[config.mk]
export PLATFORM = sky130hd
export DESIGN_NAME = psms_slave
export DESIGN_NICKNAME = d
export VERILOG_FILES = /design/src/core/psms_slave.v /design/src/core/psms_sync.v /design/src/core/psms_mem.v
export VERILOG_INCLUDE_DIRS = /design/src /design/src/core
export SDC_FILE = /design/constraint.sdc
export NUM_CORES = 2
export LEC_CHECK = 0
export BUFFER_PORTS_ARGS = -buffer_cell sky130_fd_sc_hd__buf_2
export CAP_MARGIN = 25
export CORE_UTILIZATION = 55
export CTS_BUF_LIST = sky130_fd_sc_hd__clkbuf_8 sky130_fd_sc_hd__clkbuf_16
export DETAILED_ROUTE_END_ITERATION = 8
export GPL_TIMING_DRIVEN = 0
export PLACE_DENSITY = 0.68
export SETUP_SLACK_MARGIN = 0.02
export SYNTH_ARGS = -nofsm -noshare
export SYNTH_HDL_FRONTEND = slang
export SYNTH_SLANG_ARGS = --single-unit
[constraint.sdc]
create_clock -name ref_clk_in -period 73.7 [get_ports ref_clk_in]
set_input_delay 7.37 -clock ref_clk_in [delete_from_list [all_inputs] [get_ports ref_clk_in]]
set_output_delay 7.37 -clock ref_clk_in [all_outputs]
set_load 0.1 [all_outputs]
[src/core/psms_consts.vh]
// Constants for the PHY serial management slave
`ifndef PSMS_CONSTS_VH
`define PSMS_CONSTS_VH

// Field widths of a management frame
`define PSMS_OP_BITS        2
`define PSMS_ADDR_BITS      5
`define PSMS_DATA_BITS      16

// Operation codes, first bit on the wire in bit 1
`define PSMS_OP_READ        2'h2
`define PSMS_OP_WRITE       2'h1

// Direct register offsets of the indirect access pair
`define PSMS_REG_IND_CTRL   5'h0d
`define PSMS_REG_IND_DATA   5'h0e

// Indirect control word fields
`define PSMS_DEVAD_LSB      0
`define PSMS_DEVAD_MSB      4
`define PSMS_FUNC_LSB       14
`define PSMS_FUNC_MSB       15
`define PSMS_DEVAD_OWN      5'h1f
`define PSMS_FUNC_ADDR      2'h0
`define PSMS_FUNC_DATA      2'h1
`define PSMS_FUNC_INC_RW    2'h2
`define PSMS_FUNC_INC_WR    2'h3

// Extended space above the 32 direct registers
`define PSMS_EXT_BASE       16'h0020

// Reset values
`define PSMS_WORD_RESET     16'h0000

// Strap capture waits for the synchroniser to fill after reset release
`define PSMS_STRAP_SETTLE   2'h3

// Management clock limit and the matching least period in local cycles
`define PSMS_MDC_MAX_MHZ    25
`define PSMS_REF_CLK_MHZ    125
`define PSMS_MDC_MIN_CYCLES ((`PSMS_REF_CLK_MHZ + `PSMS_MDC_MAX_MHZ - 1) / `PSMS_MDC_MAX_MHZ)

`endif

[src/core/psms_slave.v]
// Serial management slave: frame decoder, line driver and register access
`timescale 1ns/1ns
`default_nettype none
`include "psms_consts.vh"

module psms_slave #(
    parameter EXT_AW = 5
) (
    // Clock and reset
    input  wire        ref_clk_in,
    input  wire        rst_in,
    // Management pins, line wire-ANDed with a pull-up outside
    input  wire        mgmt_clk_in,
    input  wire        mgmt_data_in,
    output reg         mgmt_data_out,
    output reg         mgmt_data_oe_n_out,
    // Address straps and the captured address
    input  wire [4:0]  bus_address_straps_in,
    output reg  [4:0]  bus_address_out,
    output reg         bus_address_valid_out
);

    // Frame states
    localparam ST_IDLE  = 3'h0;
    localparam ST_START = 3'h1;
    localparam ST_OP    = 3'h2;
    localparam ST_PHY   = 3'h3;
    localparam ST_REG   = 3'h4;
    localparam ST_TA    = 3'h5;
    localparam ST_DATA  = 3'h6;

    localparam EXT_DEPTH = 1 << EXT_AW;

    // Synchronised pins
    wire        mdc_s;
    wire        mdio_s;
    wire [4:0]  straps_s;

    // Edge detection and strap capture
    reg         mdc_prev_ff;
    reg  [1:0]  settle_cnt_ff;

    // Frame decoder state
    reg  [2:0]  state_ff;
    reg  [3:0]  bit_cnt_ff;
    reg  [1:0]  op_ff;
    reg  [4:0]  phy_ff;
    reg  [4:0]  reg_ff;
    reg  [15:0] data_ff;
    reg  [15:0] shout_ff;
    reg         read_sel_ff;

    // Indirect access registers
    reg  [15:0] ind_ctrl_ff;
    reg  [15:0] ind_addr_ff;

    // Access decode
    wire        mdc_rise;
    wire [4:0]  reg_full;
    wire [15:0] wr_word;
    wire        selected;
    wire        op_read;
    wire        op_write;
    wire        rd_take;
    wire        wr_take;
    wire        devad_ok;
    wire [1:0]  func;
    wire        func_data;
    wire [15:0] ext_off;
    wire        tgt_direct;
    wire        tgt_pair;
    wire        tgt_ext;
    wire [15:0] dir_rd_data;
    wire [15:0] ext_rd_data;
    reg  [15:0] rd_word;
    wire [4:0]  frame_addr;
    wire        alias_dir;
    wire [4:0]  acc_addr;
    reg         dir_wr_en;
    reg         ext_wr_en;
    reg         inc_addr;

    // Pins cross into the reference clock domain
    psms_sync #(
        .WIDTH (7)
    ) u_sync (
        .clk_in   (ref_clk_in),
        .rst_in   (rst_in),
        .async_in ({bus_address_straps_in, mgmt_data_in, mgmt_clk_in}),
        .sync_out ({straps_s, mdio_s, mdc_s})
    );

    // Rising edge of the management clock found by oversampling
    always @(posedge ref_clk_in or posedge rst_in) begin
        if (rst_in) begin
            mdc_prev_ff <= 1'b0;
        end else begin
            mdc_prev_ff <= mdc_s;
        end
    end

    assign mdc_rise = mdc_s & ~mdc_prev_ff;

    // Straps caught once the synchroniser holds real pin values
    always @(posedge ref_clk_in or posedge rst_in) begin
        if (rst_in) begin
            settle_cnt_ff         <= 2'h0;
            bus_address_out       <= 5'h00;
            bus_address_valid_out <= 1'b0;
        end else if (!bus_address_valid_out) begin
            settle_cnt_ff <= settle_cnt_ff + 2'h1;
            if (settle_cnt_ff == `PSMS_STRAP_SETTLE) begin
                bus_address_out       <= straps_s;
                bus_address_valid_out <= 1'b1;
            end
        end
    end

    // Field values as complete at the deciding edge
    assign reg_full = {reg_ff[3:0], mdio_s};
    assign wr_word  = {data_ff[14:0], mdio_s};
    assign selected = (phy_ff == bus_address_out);
    assign op_read  = (op_ff == `PSMS_OP_READ);
    assign op_write = (op_ff == `PSMS_OP_WRITE);

    assign rd_take  = mdc_rise && (state_ff == ST_REG) && (bit_cnt_ff == 4'h4)
                      && selected && op_read;
    assign wr_take  = mdc_rise && (state_ff == ST_DATA) && (bit_cnt_ff == 4'hf)
                      && selected && op_write;

    // Indirect control fields
    assign devad_ok  = (ind_ctrl_ff[`PSMS_DEVAD_MSB:`PSMS_DEVAD_LSB] == `PSMS_DEVAD_OWN);
    assign func      = ind_ctrl_ff[`PSMS_FUNC_MSB:`PSMS_FUNC_LSB];
    assign func_data = (func != `PSMS_FUNC_ADDR);
    assign ext_off   = ind_addr_ff - `PSMS_EXT_BASE;

    // Extended address decode: low 32 alias the direct set, the pair excluded
    assign tgt_pair   = (ind_addr_ff == {11'h000, `PSMS_REG_IND_CTRL})
                        || (ind_addr_ff == {11'h000, `PSMS_REG_IND_DATA});
    assign tgt_direct = (ind_addr_ff < `PSMS_EXT_BASE) && !tgt_pair;
    assign tgt_ext    = (ind_addr_ff >= `PSMS_EXT_BASE)
                        && (ext_off < EXT_DEPTH);
    assign frame_addr = (state_ff == ST_REG) ? reg_full : reg_ff;
    assign alias_dir  = (frame_addr == `PSMS_REG_IND_DATA) && devad_ok && func_data
                        && tgt_direct;
    assign acc_addr   = alias_dir ? ind_addr_ff[4:0] : frame_addr;

    // Read word and write steering for the current access
    always @* begin
        rd_word   = dir_rd_data;
        dir_wr_en = 1'b0;
        ext_wr_en = 1'b0;
        inc_addr  = 1'b0;
        if (frame_addr == `PSMS_REG_IND_CTRL) begin
            rd_word = ind_ctrl_ff;
        end else if (frame_addr == `PSMS_REG_IND_DATA) begin
            // Foreign device address reads back as zero
            if (!devad_ok) begin
                rd_word = `PSMS_WORD_RESET;
            end else if (!func_data) begin
                rd_word = ind_addr_ff;
            end else if (tgt_direct) begin
                rd_word  = dir_rd_data;
            end else if (tgt_ext) begin
                rd_word = ext_rd_data;
            end else begin
                rd_word = `PSMS_WORD_RESET;
            end
            if (devad_ok && func_data) begin
                dir_wr_en = wr_take && tgt_direct;
                ext_wr_en = wr_take && tgt_ext;
                inc_addr  = (wr_take && (func != `PSMS_FUNC_DATA))
                            || (rd_take && (func == `PSMS_FUNC_INC_RW));
            end
        end else begin
            dir_wr_en = wr_take;
        end
    end

    // Direct register set
    psms_mem #(
        .AW (5),
        .DW (16)
    ) u_direct (
        .clk_in      (ref_clk_in),
        .rst_in      (rst_in),
        .wr_en_in    (dir_wr_en),
        .wr_addr_in  (acc_addr),
        .wr_data_in  (wr_word),
        .rd_addr_in  (acc_addr),
        .rd_data_out (dir_rd_data)
    );

    // Extended register set above the direct aliases
    psms_mem #(
        .AW (EXT_AW),
        .DW (16)
    ) u_ext (
        .clk_in      (ref_clk_in),
        .rst_in      (rst_in),
        .wr_en_in    (ext_wr_en),
        .wr_addr_in  (ext_off[EXT_AW-1:0]),
        .wr_data_in  (wr_word),
        .rd_addr_in  (ext_off[EXT_AW-1:0]),
        .rd_data_out (ext_rd_data)
    );

    // Indirect control and address registers, written only directly
    always @(posedge ref_clk_in or posedge rst_in) begin
        if (rst_in) begin
            ind_ctrl_ff <= `PSMS_WORD_RESET;
            ind_addr_ff <= `PSMS_WORD_RESET;
        end else if (wr_take && (reg_ff == `PSMS_REG_IND_CTRL)) begin
            ind_ctrl_ff <= wr_word;
        end else if (wr_take && (reg_ff == `PSMS_REG_IND_DATA) && devad_ok
                     && !func_data) begin
            ind_addr_ff <= wr_word;
        end else if (inc_addr) begin
            ind_addr_ff <= ind_addr_ff + 16'h0001;
        end
    end

    // Frame decoder; moves only on management clock edges, so a
    // stopped clock simply freezes it in whatever field it is in
    always @(posedge ref_clk_in or posedge rst_in) begin
        if (rst_in) begin
            state_ff    <= ST_IDLE;
            bit_cnt_ff  <= 4'h0;
            op_ff       <= 2'h0;
            phy_ff      <= 5'h00;
            reg_ff      <= 5'h00;
            data_ff     <= 16'h0000;
            shout_ff    <= 16'h0000;
            read_sel_ff <= 1'b0;
        end else if (mdc_rise && bus_address_valid_out) begin
            case (state_ff)
                ST_IDLE: begin
                    if (!mdio_s) begin
                        state_ff <= ST_START;
                    end
                end
                ST_START: begin
                    // A run of zeros still waits for the one
                    if (mdio_s) begin
                        state_ff   <= ST_OP;
                        bit_cnt_ff <= 4'h0;
                    end
                end
                ST_OP: begin
                    op_ff      <= {op_ff[0], mdio_s};
                    bit_cnt_ff <= bit_cnt_ff + 4'h1;
                    if (bit_cnt_ff == 4'h1) begin
                        state_ff   <= ST_PHY;
                        bit_cnt_ff <= 4'h0;
                    end
                end
                ST_PHY: begin
                    phy_ff     <= {phy_ff[3:0], mdio_s};
                    bit_cnt_ff <= bit_cnt_ff + 4'h1;
                    if (bit_cnt_ff == 4'h4) begin
                        state_ff   <= ST_REG;
                        bit_cnt_ff <= 4'h0;
                    end
                end
                ST_REG: begin
                    reg_ff     <= reg_full;
                    bit_cnt_ff <= bit_cnt_ff + 4'h1;
                    if (bit_cnt_ff == 4'h4) begin
                        // Read data is fetched here, two bits ahead of its first drive
                        state_ff    <= ST_TA;
                        bit_cnt_ff  <= 4'h0;
                        read_sel_ff <= rd_take;
                        shout_ff    <= rd_word;
                    end
                end
                ST_TA: begin
                    bit_cnt_ff <= bit_cnt_ff + 4'h1;
                    if (bit_cnt_ff == 4'h1) begin
                        state_ff   <= ST_DATA;
                        bit_cnt_ff <= 4'h0;
                        if (read_sel_ff) begin
                            shout_ff <= {shout_ff[14:0], 1'b0};
                        end
                    end
                end
                ST_DATA: begin
                    data_ff    <= wr_word;
                    bit_cnt_ff <= bit_cnt_ff + 4'h1;
                    if (read_sel_ff) begin
                        shout_ff <= {shout_ff[14:0], 1'b0};
                    end
                    if (bit_cnt_ff == 4'hf) begin
                        state_ff    <= ST_IDLE;
                        bit_cnt_ff  <= 4'h0;
                        read_sel_ff <= 1'b0;
                    end
                end
                default: begin
                    state_ff <= ST_IDLE;
                end
            endcase
        end
    end

    // Line driver; changes just after the edge the station samples on,
    // giving it nearly a whole management clock period of setup
    always @(posedge ref_clk_in or posedge rst_in) begin
        if (rst_in) begin
            mgmt_data_out      <= 1'b1;
            mgmt_data_oe_n_out <= 1'b1;
        end else if (mdc_rise) begin
            if ((state_ff == ST_TA) && (bit_cnt_ff == 4'h0) && read_sel_ff) begin
                mgmt_data_out      <= 1'b0;
                mgmt_data_oe_n_out <= 1'b0;
            end else if ((state_ff == ST_TA) && (bit_cnt_ff == 4'h1) && read_sel_ff) begin
                mgmt_data_out      <= shout_ff[15];
                mgmt_data_oe_n_out <= 1'b0;
            end else if ((state_ff == ST_DATA) && (bit_cnt_ff != 4'hf) && read_sel_ff) begin
                mgmt_data_out      <= shout_ff[15];
                mgmt_data_oe_n_out <= 1'b0;
            end else begin
                // Writes, foreign frames and idle leave the line alone
                mgmt_data_out      <= 1'b1;
                mgmt_data_oe_n_out <= 1'b1;
            end
        end
    end

endmodule // psms_slave

`default_nettype wire

[src/core/psms_sync.v]
// Two-stage synchroniser for pins entering the reference clock domain
`timescale 1ns/1ns
`default_nettype none

module psms_sync #(
    parameter WIDTH = 1
) (
    // Clock and reset
    input  wire             clk_in,
    input  wire             rst_in,
    // Asynchronous pins and their synchronised copies
    input  wire [WIDTH-1:0] async_in,
    output wire [WIDTH-1:0] sync_out
);

    genvar i;

    // One chain per bit; the first stage feeds only the second
    generate
        for (i = 0; i < WIDTH; i = i + 1) begin : g_bit
            reg meta_ff;
            reg stable_ff;
            always @(posedge clk_in or posedge rst_in) begin
                if (rst_in) begin
                    meta_ff   <= 1'b0;
                    stable_ff <= 1'b0;
                end else begin
                    meta_ff   <= async_in[i];
                    stable_ff <= meta_ff;
                end
            end
            assign sync_out[i] = stable_ff;
        end
    endgenerate

endmodule // psms_sync

`default_nettype wire

[src/core/psms_mem.v]
// Register storage array with one write port and one read port
`timescale 1ns/1ns
`default_nettype none

module psms_mem #(
    parameter AW = 5,
    parameter DW = 16
) (
    // Clock and reset
    input  wire          clk_in,
    input  wire          rst_in,
    // Write port
    input  wire          wr_en_in,
    input  wire [AW-1:0] wr_addr_in,
    input  wire [DW-1:0] wr_data_in,
    // Combinational read port
    input  wire [AW-1:0] rd_addr_in,
    output wire [DW-1:0] rd_data_out
);

    reg [DW-1:0] word_ff [0:(1<<AW)-1];
    integer      k;

    // Reset every word so read data is never unknown on the line
    always @(posedge clk_in or posedge rst_in) begin
        if (rst_in) begin
            for (k = 0; k < (1 << AW); k = k + 1) begin
                word_ff[k] <= {DW{1'b0}};
            end
        end else if (wr_en_in) begin
            word_ff[wr_addr_in] <= wr_data_in;
        end
    end

    assign rd_data_out = word_ff[rd_addr_in];

endmodule // psms_mem

`default_nettype wire

==> flow_summary_export.csv <==
group,metric,value,unit
status,status,"completed",
critical_path,cp-startpoint,"rst_in",
critical_path,required,74.45,ns
synth,ys_seq_area_share,53.4,%
synth,yosys_warnings,0,
finish,final_core_util,62.3,%
clock_network,htreeDepth,3,
synth,synth_top_family_by_area,"multiplexers",
place,dpl.hpwl,125000,um
power,comb_power_share,18.0,%
timing,final_hold_viol_count,0,
power,vdd_drop_max,0.0000195,V
clock_network,cts.clk_slew.worst_paths,0.06,ns
synth,synth_flop_cell,"dfrtp_1",
synth,syn-num-nets,3942,
power,internal_power,1.04,mW
timing,finalClockSkew,0.0213,ns
global_routing,antenna_found_initial,7,
global_routing,grt_pass1_wl,256000,um
floorplan,start_util,55.7,%
place,place_congestion,0.977,
detailed_routing,dr.max_layer_used,"met4",
power,swShare,30.2,%
global_routing,grt_overflow_total,0,
detailed_routing,wl_per_cell,31.8,um
synth,async_flop_share,100,%
global_routing,grt_max_degree,131,
detailed_routing,drt_pass1_iterations,6,
clock_network,hold_buffers,0,
finish,mostFrequentLayoutCells,"1130 x dfrtp_1, 781 x mux2_2, 270 x mux2_1",
synth,synth_cells,3923,
floorplan,die-area,97700,um2
power,clock_power_share,39.8,%
clock_network,cts_resized,0,
floorplan,rows,113,
timing,fin_crit,9.16,ns
global_routing,grt_pass1_vias,36660,
finish,fin_nets,4122,
floorplan,die_h,313,um
floorplan,die_w,313,um
detailed_routing,ant_nets,0,
power,switchingPower,0.450,mW
critical_path,crit_path_end_kind,"async pin",
synth,netlist_area,53100,um2
critical_path,critPathArrivalTime,9.91,ns
detailed_routing,routed_via_density,6.74,
synth,yosys.area_share.simple,5.65,%
clock_network,numCtsBuffers,118,
synth,synthXorXnorAreaFrac,0.149,%
global_routing,grtUsageTotal,35.9,%
timing,drv_slew,0,
finish,layout_commonest_cell,"dfrtp_1",
detailed_routing,met1_length,73000,um
detailed_routing,dr_wl_met2,75100,um
timing,relSlewSlack,22.4,%
detailed_routing,via_count,36902,
clock_network,cts_tree,"built",
timing,min_period_over_period,12.4,%
timing,timing.final.ws_setup,64.54,ns
worst_hold_path,hold_start,"u_sync.g_bit[2].meta_ff$_DFF_PP0_",
synth,synthAdderAreaFrac,0.236,%
synth,synth_compound_area_share,8.43,%
timing,fmax,109,MHz
timing,tns,0,ns
critical_path,cp_max_fo,129,
clock_network,clockRootBuffer,"clkbuf_16",
timing,finalSetupViolCount,0,
critical_path,path_class,"in -> async",
place,port_buffers,16,
finish,drive_above_1_share,31.5,%
place,dp_slack,63.81,ns
detailed_routing,post-route-drc-count,0,
clock_network,cts.sinks,1132,
finish,area_growth,11.9,%
synth,synth_mux_area_share,28.8,%
timing,tightest_slew,1.16,ns
timing,rsz0062_at_grt,"false",
synth,syn-mean-instance-area,13.5,um2
detailed_routing,drt-total-wl,174000,um
synth,synth_edf_count,0,
critical_path,reg2reg_setup_slack,67.69,ns
job,drv_cap,0,
clock_network,cts_buffer_depth,3,
synth,ys_types,87,
detailed_routing,initialDrtViolationCount,4326,
clock_network,cts_setup_buffers,0,
worst_hold_path,hold_path_class,"reg -> reg",
synth,ys_ff_latch,1132,
detailed_routing,wl_met3,17800,um
floorplan,io_pins,17,
power,power_frac_seq,42.2,%
critical_path,r2r-start,"ind_addr_ff[1]$_DFFE_PP0P_",
power,p_leak,28.6,nW
critical_path,critPathLaunchType,"primary input",
floorplan,core_area,95300,um2
power,p_per_area,25.1,nW/um2
clock_network,clock_latency,0.72,ns
## cell usage after synthesis, types with 43 or more instances
cell	count	area share [%]
nor2_1	109	0.77
a21oi_1	84	0.79
mux2_2	781	17
mux2i_1	52	0.98
buf_2	49	0.46
o221ai_1	43	0.71
mux2_1	270	5.7
buf_1	51	0.36
clkbuf_1	217	1.5
o21ai_0	154	1.5
mux4_2	128	5.4
nand2_1	130	0.92
dfrtp_1	1130	53
o22ai_1	258	3.0
## path summary, 6_finish.rpt
check,end,depth (start not counted)
setup / recovery,u_direct.word_ff[277]$_DFFE_PP0P_,5
hold / removal,u_sync.g_bit[2].stable_ff$_DFF_PP0_,0
setup reg to reg,u_direct.word_ff[434]$_DFFE_PP0P_,12
hold reg to reg,u_sync.g_bit[2].stable_ff$_DFF_PP0_,0
max in group ref_clk_in,bus_address_valid_out,1
min in group asynchronous,u_ext.word_ff[446]$_DFFE_PP0P_,2
## layout make-up
type	instances	area, um2
Buffer	361	1760
Sequential cell	1132	28300
Timing Repair Buffer	60	851
Clock inverter	60	383
Fill cell	7371	35900
Inverter	13	56.3
Tap cell	1265	1580
Multi-Input combinational cell	2417	22900
Clock buffer	156	3490
Antenna cell	8	20.0
## routing by layer
| layer | vias up | global-route usage (%) |
|---|---|---|
| li1 | 15068 | - |
| met1 | 19538 | 52.2 |
| met2 | 1890 | 51.7 |
| met3 | 406 | 8.73 |
| met4 | 0 | 15.4 |
| met5 | - | 0 |
## logic make-up (layout without fill, tap and decap cells)
| kind of cell | after synthesis | after routing |
|---|---|---|
| other | 0 | 8 |
| AND/OR/NAND/NOR | 472 | 472 |
| multiplexers | 1232 | 1232 |
| adder cells (fa/ha/maj) | 10 | 10 |
| XOR/XNOR | 9 | 9 |
| AO/OA/AOI/OAI | 694 | 694 |
| buffers and inverters | 374 | 650 |
| flip-flops | 1132 | 1132 |
## per-stage QoR
| step | cells | hold slack [ns] | power, mW | instance area [um2] |
|---|---|---|---|---|
| 2_1_floorplan | 3923 | 0.331 | 0.790 | 53100 |
| 3_3_place_gp | 5204 | 0.335 | 0.892 | 54700 |
| 3_5_place_dp | 5240 | 0.337 | 0.895 | 55400 |
| 4_1_cts | 5456 | 0.359 | 1.48 | 59300 |
| 5_1_grt | 5464 | 0.365 | 1.53 | 59400 |
| 6_report | 5472 | 0.356 | 1.49 | 59400 |
## state kept, by name, summed over array words and instances (netlist names), 7 cells and up
register                flops
u_direct.word_ff          512
u_ext.word_ff             512
ind_addr_ff                16
ind_ctrl_ff                16
shout_ff                   16
data_ff                    15
u_sync.g_bit.meta_ff        7
u_sync.g_bit.stable_ff      7
## critical path, stage by stage
cell and delay, ns:
buf_2 0.13, inv_8 0.54, buf_16 0.43, buf_16 0.51, buf_16 0.47
## power groups by stage
stage / registers (mW) / clock network [mW] / logic (mW)
final: 0.630 / 0.594 / 0.268
after global routing: 0.630 / 0.620 / 0.276
after CTS: 0.630 / 0.595 / 0.256
after detailed placement: 0.641 / 0 / 0.254
after global placement: 0.643 / 0 / 0.249
after floorplan: 0.643 / 0 / 0.148
Note: power is estimated with default switching activity, not from simulation.
